--- config.mk ---
export PLATFORM = sky130hd
export DESIGN_NAME = ptoc_regs
export DESIGN_NICKNAME = d
export VERILOG_FILES = /design/src/core/ptoc_pkg.sv /design/src/core/ptoc_regs.sv
export SDC_FILE = /design/constraint.sdc
export NUM_CORES = 1
export LEC_CHECK = 0
export BUFFER_PORTS_ARGS = -buffer_cell sky130_fd_sc_hd__buf_2
export CORE_MARGIN = 4
export CORE_UTILIZATION = 54
export DETAILED_ROUTE_END_ITERATION = 16
export PLACE_DENSITY = 0.86
export SYNTH_ARGS = -nofsm -noshare
export SYNTH_HDL_FRONTEND = slang
export SYNTH_SLANG_ARGS = --single-unit
--- constraint.sdc ---
create_clock -name clk_i -period 4.02 [get_ports clk_i]
set_input_delay 0.402 -clock clk_i [delete_from_list [all_inputs] [get_ports clk_i]]
set_output_delay 0.402 -clock clk_i [all_outputs]
set_load 0.005 [all_outputs]
--- src/core/ptoc_pkg.sv ---
// shared constants and types for the telemetry and output control registers
package ptoc_pkg;
  // command codes, which double as register addresses
  localparam logic [7:0] PTOC_CMD_VIN = 8'h88;
  localparam logic [7:0] PTOC_CMD_VOUT = 8'h8B;
  localparam logic [7:0] PTOC_CMD_IOUT = 8'h8C;
  localparam logic [7:0] PTOC_CMD_TEMP = 8'h8D;
  localparam logic [7:0] PTOC_CMD_REV = 8'h98;
  localparam logic [7:0] PTOC_CMD_COMP = 8'hD0;
  localparam logic [7:0] PTOC_CMD_OUTCTL = 8'hD1;
  // field widths and positions
  localparam int PTOC_VIN_W = 10;
  localparam int PTOC_VOUT_W = 13;
  localparam int PTOC_IOUT_W = 14;
  localparam int PTOC_TEMP_W = 10;
  localparam int PTOC_COMP_CFF = 4;
  localparam int PTOC_COMP_RAMP_HI = 3;
  localparam int PTOC_COMP_RAMP_LO = 1;
  localparam int PTOC_COMP_SLVDIS = 0;
  localparam int PTOC_OUT_DISCH = 6;
  localparam int PTOC_OUT_PGD_HI = 5;
  localparam int PTOC_OUT_PGD_LO = 2;
  localparam int PTOC_OUT_DIV_HI = 1;
  localparam int PTOC_OUT_DIV_LO = 0;
  // reset values
  localparam logic [15:0] PTOC_VIN_RST = 16'h0000;
  localparam logic [15:0] PTOC_VOUT_RST = 16'h0000;
  localparam logic [15:0] PTOC_IOUT_RST = 16'h0000;
  localparam logic [PTOC_TEMP_W-1:0] PTOC_TEMP_RST = 10'h032;
  localparam logic [7:0] PTOC_REV_VALUE = 8'h33;
  localparam logic [7:0] PTOC_COMP_RST = 8'h0D;
  localparam logic [7:0] PTOC_OUTCTL_RST = 8'h00;
  // answer lengths in bytes
  localparam logic [1:0] PTOC_LEN_NONE = 2'h0;
  localparam logic [1:0] PTOC_LEN_BYTE = 2'h1;
  localparam logic [1:0] PTOC_LEN_WORD = 2'h2;
  // timing: power-good release base delay and code step, in ms
  localparam int PTOC_CLK_MHZ = 250;
  localparam int PTOC_PGD_BASE_MS = 2;
  localparam int PTOC_PGD_STEP_MS = 1;
  localparam int PTOC_MS_CYCLES = PTOC_CLK_MHZ * 1000;
  localparam int PTOC_MSCNT_W = 18;
  localparam logic [4:0] PTOC_PGD_BASE = 5'(PTOC_PGD_BASE_MS);
  localparam logic [4:0] PTOC_PGD_STEP = 5'(PTOC_PGD_STEP_MS);

  // one register-port command from the transport
  typedef struct packed {
    logic valid;
    logic write;
    logic [7:0] code;
    logic [15:0] data;
  } ptoc_cmd_t;

  // one answer back to the transport
  typedef struct packed {
    logic valid;
    logic unsupported;
    logic [1:0] len;
    logic [15:0] data;
  } ptoc_rsp_t;

  // one set of measurements from the front end
  typedef struct packed {
    logic valid;
    logic [PTOC_VIN_W-1:0] vin;
    logic [PTOC_VOUT_W-1:0] vout;
    logic [PTOC_IOUT_W-1:0] iout;
    logic [PTOC_TEMP_W-1:0] temp;
  } ptoc_meas_t;

  // power-good delay sequencer
  typedef enum logic [1:0] {
    PTOC_PG_IDLE,
    PTOC_PG_WAIT,
    PTOC_PG_HIGH
  } ptoc_pg_state_t;

  // whole state of the register block
  typedef struct packed {
    logic [PTOC_VIN_W-1:0] vin;
    logic [PTOC_VOUT_W-1:0] vout;
    logic [PTOC_IOUT_W-1:0] iout;
    logic [PTOC_TEMP_W-1:0] temp;
    logic [7:0] comp;
    logic [7:0] outctl;
    logic oc_fault;
    logic oc_warn;
    logic ot_fault;
    logic ot_warn;
    ptoc_rsp_t rsp;
    ptoc_pg_state_t pg_state;
    logic [PTOC_MSCNT_W-1:0] ms_cnt;
    logic [4:0] pg_ms;
    logic pg_high;
    logic discharge;
  } ptoc_state_t;
endpackage : ptoc_pkg

--- src/core/ptoc_regs.sv ---
// register bank for telemetry readback and output control
// Functional notes
// - input voltage reads 10-bit code, 25mV steps
// - output voltage reads 13-bit code, 1.25mV steps
// - output current reads 14-bit code, 62.5mA steps
// - current compared to fault and warning limits
// - sensed temperature drives over-temperature detection
// - temperature two's complement, bit 9 sign
// - sign clear all ones +511; 1..01 -511
// - revision fetched by single-byte read
// - revision upper nibble always 0011
// - revision lower nibble always 0011
// - compensation bit 4 selects 20/50 pF
// - compensation bits 3:1 ramp code, reset 110
// - compensation bit 0 disables slave fault detect
// - compensation register resets to 0x0D
// - bit 6 enables active discharge at turn-off
// - bits 5:2 set power-good release delay
// - bits 1:0 select feedback divider
`timescale 1ns/10ps
module ptoc_regs
  import ptoc_pkg::*;
#(
  parameter int MS_CYCLES = PTOC_MS_CYCLES
) (
  input wire logic clk_i,
  input wire logic rst_i,
  input wire ptoc_cmd_t cmd_i,
  input wire ptoc_meas_t meas_i,
  input wire logic [PTOC_IOUT_W-1:0] overcurrent_fault_threshold_i,
  input wire logic [PTOC_IOUT_W-1:0] overcurrent_warning_threshold_i,
  input wire logic [PTOC_TEMP_W-1:0] ot_fault_limit_i,
  input wire logic [PTOC_TEMP_W-1:0] ot_warn_limit_i,
  input wire logic soft_start_done_i,
  input wire logic output_off_req_i,
  output ptoc_rsp_t rsp_o,
  output logic oc_fault_o,
  output logic oc_warn_o,
  output logic ot_fault_o,
  output logic ot_warn_o,
  output logic feedforward_cap_select_o,
  output logic [2:0] ramp_code_o,
  output logic slave_fault_detect_en_o,
  output logic output_discharge_o,
  output logic power_good_pin_o,
  output logic [1:0] feedback_divider_select_o
);

  localparam logic [PTOC_MSCNT_W-1:0] MS_LAST = PTOC_MSCNT_W'(MS_CYCLES - 1);

  ptoc_state_t st;
  ptoc_state_t next_st;

  // zero-extend a field into the 16-bit answer word, upper bits read zero
  function automatic logic [15:0] ptoc_ext(input logic [15:0] v, input int w);
    logic [15:0] m;
    m = 16'hFFFF >> (16 - w);
    return v & m;
  endfunction : ptoc_ext

  // read decode: value and answer length for a command code
  function automatic logic [17:0] ptoc_read(input ptoc_state_t s, input logic [7:0] c);
    logic [17:0] r;
    r = {PTOC_LEN_NONE, 16'h0000};
    case (c)
      PTOC_CMD_VIN: r = {PTOC_LEN_WORD, ptoc_ext(16'(s.vin), PTOC_VIN_W)};
      PTOC_CMD_VOUT: r = {PTOC_LEN_WORD, ptoc_ext(16'(s.vout), PTOC_VOUT_W)};
      PTOC_CMD_IOUT: r = {PTOC_LEN_WORD, ptoc_ext(16'(s.iout), PTOC_IOUT_W)};
      PTOC_CMD_TEMP: r = {PTOC_LEN_WORD, ptoc_ext(16'(s.temp), PTOC_TEMP_W)};
      PTOC_CMD_REV: r = {PTOC_LEN_BYTE, 8'h00, PTOC_REV_VALUE};
      PTOC_CMD_COMP: r = {PTOC_LEN_BYTE, 8'h00, s.comp};
      PTOC_CMD_OUTCTL: r = {PTOC_LEN_BYTE, 8'h00, s.outctl};
      default: r = {PTOC_LEN_NONE, 16'h0000};
    endcase
    return r;
  endfunction : ptoc_read

  // next-state logic for the whole bank
  always_comb begin
    logic [17:0] rd;
    logic [4:0] pg_target;
    next_st = st;
    rd = ptoc_read(st, cmd_i.code);
    pg_target = PTOC_PGD_BASE + PTOC_PGD_STEP * {1'b0, st.outctl[PTOC_OUT_PGD_HI:PTOC_OUT_PGD_LO]};

    // answers last one cycle; writes are acknowledged with no data
    next_st.rsp = '0;
    if (cmd_i.valid) begin
      next_st.rsp.valid = 1'b1;
      if (cmd_i.write) begin
        // voltage, current and revision take no writes; answer them as unsupported
        case (cmd_i.code)
          PTOC_CMD_COMP: next_st.comp = cmd_i.data[7:0];
          PTOC_CMD_OUTCTL: next_st.outctl = cmd_i.data[7:0];
          PTOC_CMD_TEMP: next_st.temp = cmd_i.data[PTOC_TEMP_W-1:0];
          default: next_st.rsp.unsupported = 1'b1;
        endcase
      end else begin
        next_st.rsp.len = rd[17:16];
        next_st.rsp.data = rd[15:0];
        next_st.rsp.unsupported = (rd[17:16] == PTOC_LEN_NONE);
      end
    end

    // a fresh measurement set replaces any stored readings
    if (meas_i.valid) begin
      next_st.vin = meas_i.vin;
      next_st.vout = meas_i.vout;
      next_st.iout = meas_i.iout;
      next_st.temp = meas_i.temp;
    end

    // limit checks track the stored readings, so a host write to the
    // temperature is seen by the over-temperature check as well
    next_st.oc_fault = (st.iout >= overcurrent_fault_threshold_i);
    next_st.oc_warn = (st.iout >= overcurrent_warning_threshold_i);
    next_st.ot_fault = ($signed(st.temp) >= $signed(ot_fault_limit_i));
    next_st.ot_warn = ($signed(st.temp) >= $signed(ot_warn_limit_i));

    // active discharge only while turned off and enabled
    next_st.discharge = output_off_req_i & st.outctl[PTOC_OUT_DISCH];

    // power-good release after soft-start plus the programmed delay
    next_st.ms_cnt = '0;
    case (st.pg_state)
      PTOC_PG_IDLE: begin
        next_st.pg_high = 1'b0;
        next_st.pg_ms = '0;
        if (soft_start_done_i && !output_off_req_i) begin
          next_st.pg_state = PTOC_PG_WAIT;
        end
      end
      PTOC_PG_WAIT: begin
        // ms tick from a divider; the delay code is read live
        next_st.ms_cnt = (st.ms_cnt == MS_LAST) ? '0 : st.ms_cnt + 1'b1;
        if (st.ms_cnt == MS_LAST) begin
          next_st.pg_ms = st.pg_ms + 5'h01;
        end
        if (output_off_req_i || !soft_start_done_i) begin
          next_st.pg_state = PTOC_PG_IDLE;
        end else if (st.pg_ms >= pg_target) begin
          next_st.pg_state = PTOC_PG_HIGH;
          next_st.pg_high = 1'b1;
        end
      end
      PTOC_PG_HIGH: begin
        if (output_off_req_i || !soft_start_done_i) begin
          next_st.pg_state = PTOC_PG_IDLE;
          next_st.pg_high = 1'b0;
        end
      end
      default: begin
        next_st.pg_state = PTOC_PG_IDLE;
        next_st.pg_high = 1'b0;
      end
    endcase
  end

  // single state register
  always_ff @(posedge clk_i or posedge rst_i) begin
    if (rst_i) begin
      st <= '0;
      st.vin <= PTOC_VIN_RST[PTOC_VIN_W-1:0];
      st.vout <= PTOC_VOUT_RST[PTOC_VOUT_W-1:0];
      st.iout <= PTOC_IOUT_RST[PTOC_IOUT_W-1:0];
      st.temp <= PTOC_TEMP_RST;
      st.comp <= PTOC_COMP_RST;
      st.outctl <= PTOC_OUTCTL_RST;
      st.pg_state <= PTOC_PG_IDLE;
    end else begin
      st <= next_st;
    end
  end

  // outputs straight from the state register
  assign rsp_o = st.rsp;
  assign oc_fault_o = st.oc_fault;
  assign oc_warn_o = st.oc_warn;
  assign ot_fault_o = st.ot_fault;
  assign ot_warn_o = st.ot_warn;
  assign feedforward_cap_select_o = st.comp[PTOC_COMP_CFF];
  assign ramp_code_o = st.comp[PTOC_COMP_RAMP_HI:PTOC_COMP_RAMP_LO];
  assign slave_fault_detect_en_o = ~st.comp[PTOC_COMP_SLVDIS];
  assign output_discharge_o = st.discharge;
  assign power_good_pin_o = st.pg_high;
  assign feedback_divider_select_o = st.outctl[PTOC_OUT_DIV_HI:PTOC_OUT_DIV_LO];

endmodule : ptoc_regs

==> flow_summary.html <==
<table>
<tr><th>Metric</th><th>Value</th></tr>
<tr><th colspan="2">STA</th></tr>
<tr><td>Setup Total Neg Slack</td><td>0 ns</td></tr>
<tr><td>Hold violation total from the final report</td><td>0</td></tr>
<tr><td>Highest achievable clock rate</td><td>430 MHz</td></tr>
<tr><td>Transition time at the pin with the least slew margin</td><td>1.16 ns</td></tr>
<tr><td>Max Transition Viols Final</td><td>0</td></tr>
<tr><td>Worst relative slew slack</td><td>22.8%</td></tr>
<tr><td>Skew final</td><td>0.00567 ns</td></tr>
<tr><td>Final setup violation count</td><td>0</td></tr>
<tr><td>Min Tclk post-route</td><td>2.33 ns</td></tr>
<tr><td>Final clock period utilization by the worst path</td><td>57.9%</td></tr>
<tr><td>Setup repair after global routing missed its margin</td><td>no</td></tr>
<tr><th colspan="2">Yosys</th></tr>
<tr><td>Number of standard cells after synthesis</td><td>635</td></tr>
<tr><td>EDFF count, synth</td><td>0</td></tr>
<tr><td>Distinct cells, synth</td><td>59</td></tr>
<tr><td>Register area share after synthesis</td><td>42.5%</td></tr>
<tr><td>Post-synth top cells</td><td>106 x sky130_fd_sc_hd__dfrtp_1, 57 x sky130_fd_sc_hd__mux2_2, 56 x sky130_fd_sc_hd__ha_1, 54 x sky130_fd_sc_hd__inv_1, 45 x sky130_fd_sc_hd__nand2_1</td></tr>
<tr><td>Cell types with the largest area share after synthesis</td><td>sky130_fd_sc_hd__dfrtp_1 40%, sky130_fd_sc_hd__ha_1 11%, sky130_fd_sc_hd__mux2_2 9.7%, sky130_fd_sc_hd__buf_4 3.2%, sky130_fd_sc_hd__inv_1 3.1%</td></tr>
<tr><td>Cell taking the most area after synthesis</td><td>sky130_fd_sc_hd__dfrtp_1</td></tr>
<tr><td>Share of flip-flops with an asynchronous set or reset</td><td>100%</td></tr>
<tr><td>Mapped Avg Cell Area</td><td>10.4 µm²</td></tr>
<tr><td>Top flip-flop cell by instance count after synthesis</td><td>sky130_fd_sc_hd__dfrtp_1</td></tr>
<tr><td>Netlist area before placement</td><td>6610 µm²</td></tr>
<tr><td>Fraction of post-synthesis cell area in the top cell type by area</td><td>40.1%</td></tr>
<tr><td>Most numerous cell in the Yosys netlist</td><td>sky130_fd_sc_hd__dfrtp_1</td></tr>
<tr><td>Yosys synthesis warning count</td><td>0</td></tr>
<tr><td>Post-synthesis sequential element count</td><td>112</td></tr>
<tr><th colspan="2">Clock tree</th></tr>
<tr><td>CTS tree</td><td>built</td></tr>
<tr><td>Gates resized, CTS repair</td><td>0</td></tr>
<tr><td>Source-to-sink clock delay at the later pin of the worst-skew pair</td><td>0.34 ns</td></tr>
<tr><td>Clock buffer depth</td><td>2</td></tr>
<tr><td>Number of buffers added by the clock tree synthesis step</td><td>9</td></tr>
<tr><td>Maximum level of the CTS H-tree</td><td>3</td></tr>
<tr><td>Count of buffers added by post-CTS timing repair for setup</td><td>0</td></tr>
<tr><td>Clock Sinks</td><td>112</td></tr>
<tr><td>Root Driver</td><td>sky130_fd_sc_hd__clkbuf_16</td></tr>
<tr><td>Clock input transition at the sequential cells of the worst setup and hold paths</td><td>0.07 ns</td></tr>
<tr><td>Number of hold buffers added after cts</td><td>0</td></tr>
<tr><th colspan="2">Global route</th></tr>
<tr><td>Vias in the first global route</td><td>5052</td></tr>
<tr><td>GRT Residual Overflow</td><td>0</td></tr>
<tr><td>Largest net degree at the start of global routing</td><td>86</td></tr>
<tr><td>Wire length of the first global-routing pass</td><td>24.4 mm</td></tr>
<tr><td>Global-route total usage across every layer</td><td>21.7%</td></tr>
<tr><td>Antenna violations before repair</td><td>2</td></tr>
<tr><th colspan="2">Detailed routing</th></tr>
<tr><td>Number of antenna-violating nets in the routed design</td><td>0</td></tr>
<tr><td>DRT Wirelength</td><td>15.2 mm</td></tr>
<tr><td>Total number of vias</td><td>5037</td></tr>
<tr><td>First-pass DRT Iterations</td><td>4</td></tr>
<tr><td>WL/cell</td><td>16.8 µm</td></tr>
<tr><td>Per-cell via count in the routed design</td><td>5.56</td></tr>
<tr><td>Count of routing violations after the opening detailed-route iteration</td><td>451</td></tr>
<tr><td># DRC</td><td>0</td></tr>
<tr><th colspan="2">Floorplan</th></tr>
<tr><td>Num ports</td><td>159</td></tr>
<tr><td>Die Wd</td><td>119 µm</td></tr>
<tr><td>Initial Util</td><td>55.0%</td></tr>
<tr><td>Area of the core</td><td>12000 µm²</td></tr>
<tr><td>Height of the chip</td><td>119 µm</td></tr>
<tr><td>Row count</td><td>40</td></tr>
<tr><td>Die area</td><td>14100 µm²</td></tr>
<tr><th colspan="2">Placement</th></tr>
<tr><td>DP HPWL</td><td>11.8 mm</td></tr>
<tr><td>Weighted congestion reported at the end of routability-driven placement</td><td>0.856</td></tr>
<tr><td>Cell total after placement</td><td>888</td></tr>
<tr><td>Total of buffers placed on input and output ports</td><td>150</td></tr>
<tr><th colspan="2">Power and ir drop</th></tr>
<tr><td>Power dissipated by switching net loads</td><td>0.646 mW</td></tr>
<tr><td>Worst supply voltage drop on vdd</td><td>234 µV</td></tr>
<tr><td>Power density cells</td><td>331 nW/µm²</td></tr>
<tr><td>Power share of the clock group</td><td>35.4%</td></tr>
<tr><td>Design Power</td><td>2.50 mW</td></tr>
<tr><td>Switching power as a share of total power</td><td>25.8%</td></tr>
<tr><td>Internal Pwr Total</td><td>1.86 mW</td></tr>
<tr><td>Leakage component of the power</td><td>3.75 nW</td></tr>
<tr><td>Fraction of power consumed by sequential logic</td><td>49.7%</td></tr>
<tr><td>Combinational group share of total power</td><td>14.9%</td></tr>
<tr><th colspan="2">Critical path</th></tr>
<tr><td>Peak per-stage delay on the critical path</td><td>0.74 ns</td></tr>
<tr><td>Gate family responsible for the most delay along the worst path</td><td>simple AND/OR/NAND/NOR gates</td></tr>
<tr><td>Crit path capture type</td><td>flip-flop</td></tr>
<tr><td>Data arrival time at the worst-slack endpoint</td><td>2.58 ns</td></tr>
<tr><td>Worst-path cell chain</td><td>buf_2 &gt; mux2_2 &gt; o32ai_1 &gt; a21oi_2 &gt; or3b_1 &gt; nor3b_1</td></tr>
<tr><td>Crit Path Category</td><td>in -&gt; reg</td></tr>
<tr><td>Worst Setup Start Kind</td><td>input port</td></tr>
<tr><td>Highest fanout seen on the critical path</td><td>23</td></tr>
<tr><td>Count of buffer and inverter cells on the critical path</td><td>1</td></tr>
<tr><td>Slowest-stage cell, CP</td><td>sky130_fd_sc_hd__or3b_1</td></tr>
<tr><td>Req. time, crit path</td><td>4.27 ns</td></tr>
<tr><th colspan="2">Final layout</th></tr>
<tr><td>Number of non-filler instances in the completed layout</td><td>906</td></tr>
<tr><td>Ratio of cells with drive above 1 in the final layout</td><td>32.8%</td></tr>
<tr><td>Post-layout net count</td><td>934</td></tr>
<tr><td>Area overhead of the layout relative to synthesis</td><td>14.5%</td></tr>
<tr><td>Final core area utilization</td><td>63.0%</td></tr>
<tr><th colspan="2">Flow run</th></tr>
<tr><td>Number of maximum-capacitance violations</td><td>0</td></tr>
<tr><th colspan="2">Min path</th></tr>
<tr><td>Type of the most critical hold path</td><td>in -&gt; reg</td></tr>
<tr><th colspan="2">Run status</th></tr>
<tr><td>Status</td><td>finished clean</td></tr>
</table>
[layer usage]
layer	up-vias	wire length (µm)	GRT usage (%)
met5	-	21	0
met4	4	278	7.89
met3	27	976	5.98
met2	138	7710	37.0
met1	2428	6260	26.4
li1	2440	-	-
[cell usage in the layout, fill, tap and decap left out, drive strengths merged, types with 16 or more instances in the layout]
cell and instances:
ha 56, o21ai 29, nor2 40, mux2i 20
nand2 45, dfrtp 106, inv 55, buf 151
a21oi 27, mux2 60, nand3 16
[flip-flops by register name, indices dropped and copies added, names as in the netlist]
name / cells
feedforward_cap_select_o: 1
feedback_divider_select_o: 2
oc_warn_o: 1
ramp_code_o: 3
ot_warn_o: 1
output_discharge_o: 1
power_good_pin_o: 1
ot_fault_o: 1
st: 82
rsp_o: 18
oc_fault_o: 1
[power groups by stage]
stage | clock (mW) | combinational, mW | sequential (mW)
2_1_floorplan | 0 | 0.242 | 1.24
3_3_place_gp | 0 | 0.354 | 1.26
3_5_place_dp | 0 | 0.373 | 1.26
4_1_cts | 0.915 | 0.375 | 1.24
5_1_grt | 0.959 | 0.424 | 1.25
6_report | 0.887 | 0.373 | 1.24
[metrics by stage]
| step | hold slack (ns) | worst slack, ns | instance area, µm² |
|---|---|---|---|
| 6_report | 0.252 | 1.69 | 7570 |
| 5_1_grt | 0.244 | 1.57 | 7560 |
| 4_1_cts | 0.230 | 1.71 | 7560 |
| 3_5_place_dp | 0.475 | 1.34 | 7270 |
| 3_3_place_gp | 0.471 | 1.44 | 7270 |
| 2_1_floorplan | 0.433 | 0.669 | 6610 |
[layout make-up]
| cell class | instances | area, µm² |
|---|---|---|
| multi-input combinational | 424 | 3310 |
| timing repair buffer | 151 | 758 |
| tap | 147 | 184 |
| clock inverter | 6 | 68.8 |
| fill | 950 | 4440 |
| sequential | 112 | 2810 |
| clock buffer | 10 | 229 |
| inverter | 54 | 205 |
| antenna | 2 | 5.00 |
[cell families (layout without fill, tap and decap cells)]
family          after synthesis  after routing  share of synthesized area [%]
other cells                   1              4                         0.0567
flops                       112            112                           42.5
buf+inv                     100            221                           7.46
compound gates               97             97                           9.45
xor+xnor                     18             18                           2.39
simple gates                171            171                           14.3
fa+ha+maj                    56             56                           10.6
mux                          80             80                           13.3
[path summary, 6_finish.rpt]
| kind | endpoint | slack, ns | cells after the start | from |
|---|---|---|---|---|
| setup / recovery | rsp_o[9]$_DFF_PP0_ | 1.69 | 6 | cmd_i[18] |
| setup reg to reg | st[17]$_DFF_PP0_ | 1.98 | 6 | st[7]$_DFF_PP0_ |
| min in group asynchronous | rsp_o[19]$_DFF_PP0_ | 0.29 | 2 | rst_i |
| hold reg to reg | st[65]$_DFFE_PP0P_ | 0.50 | 1 | st[65]$_DFFE_PP0P_ |
| hold / removal | rsp_o[19]$_DFF_PP0_ | 0.25 | 1 | cmd_i[25] |
| max in group asynchronous | st[111]$_DFFE_PP0P_ | 2.78 | 3 | rst_i |
Note: power is estimated with default switching activity, not from simulation.
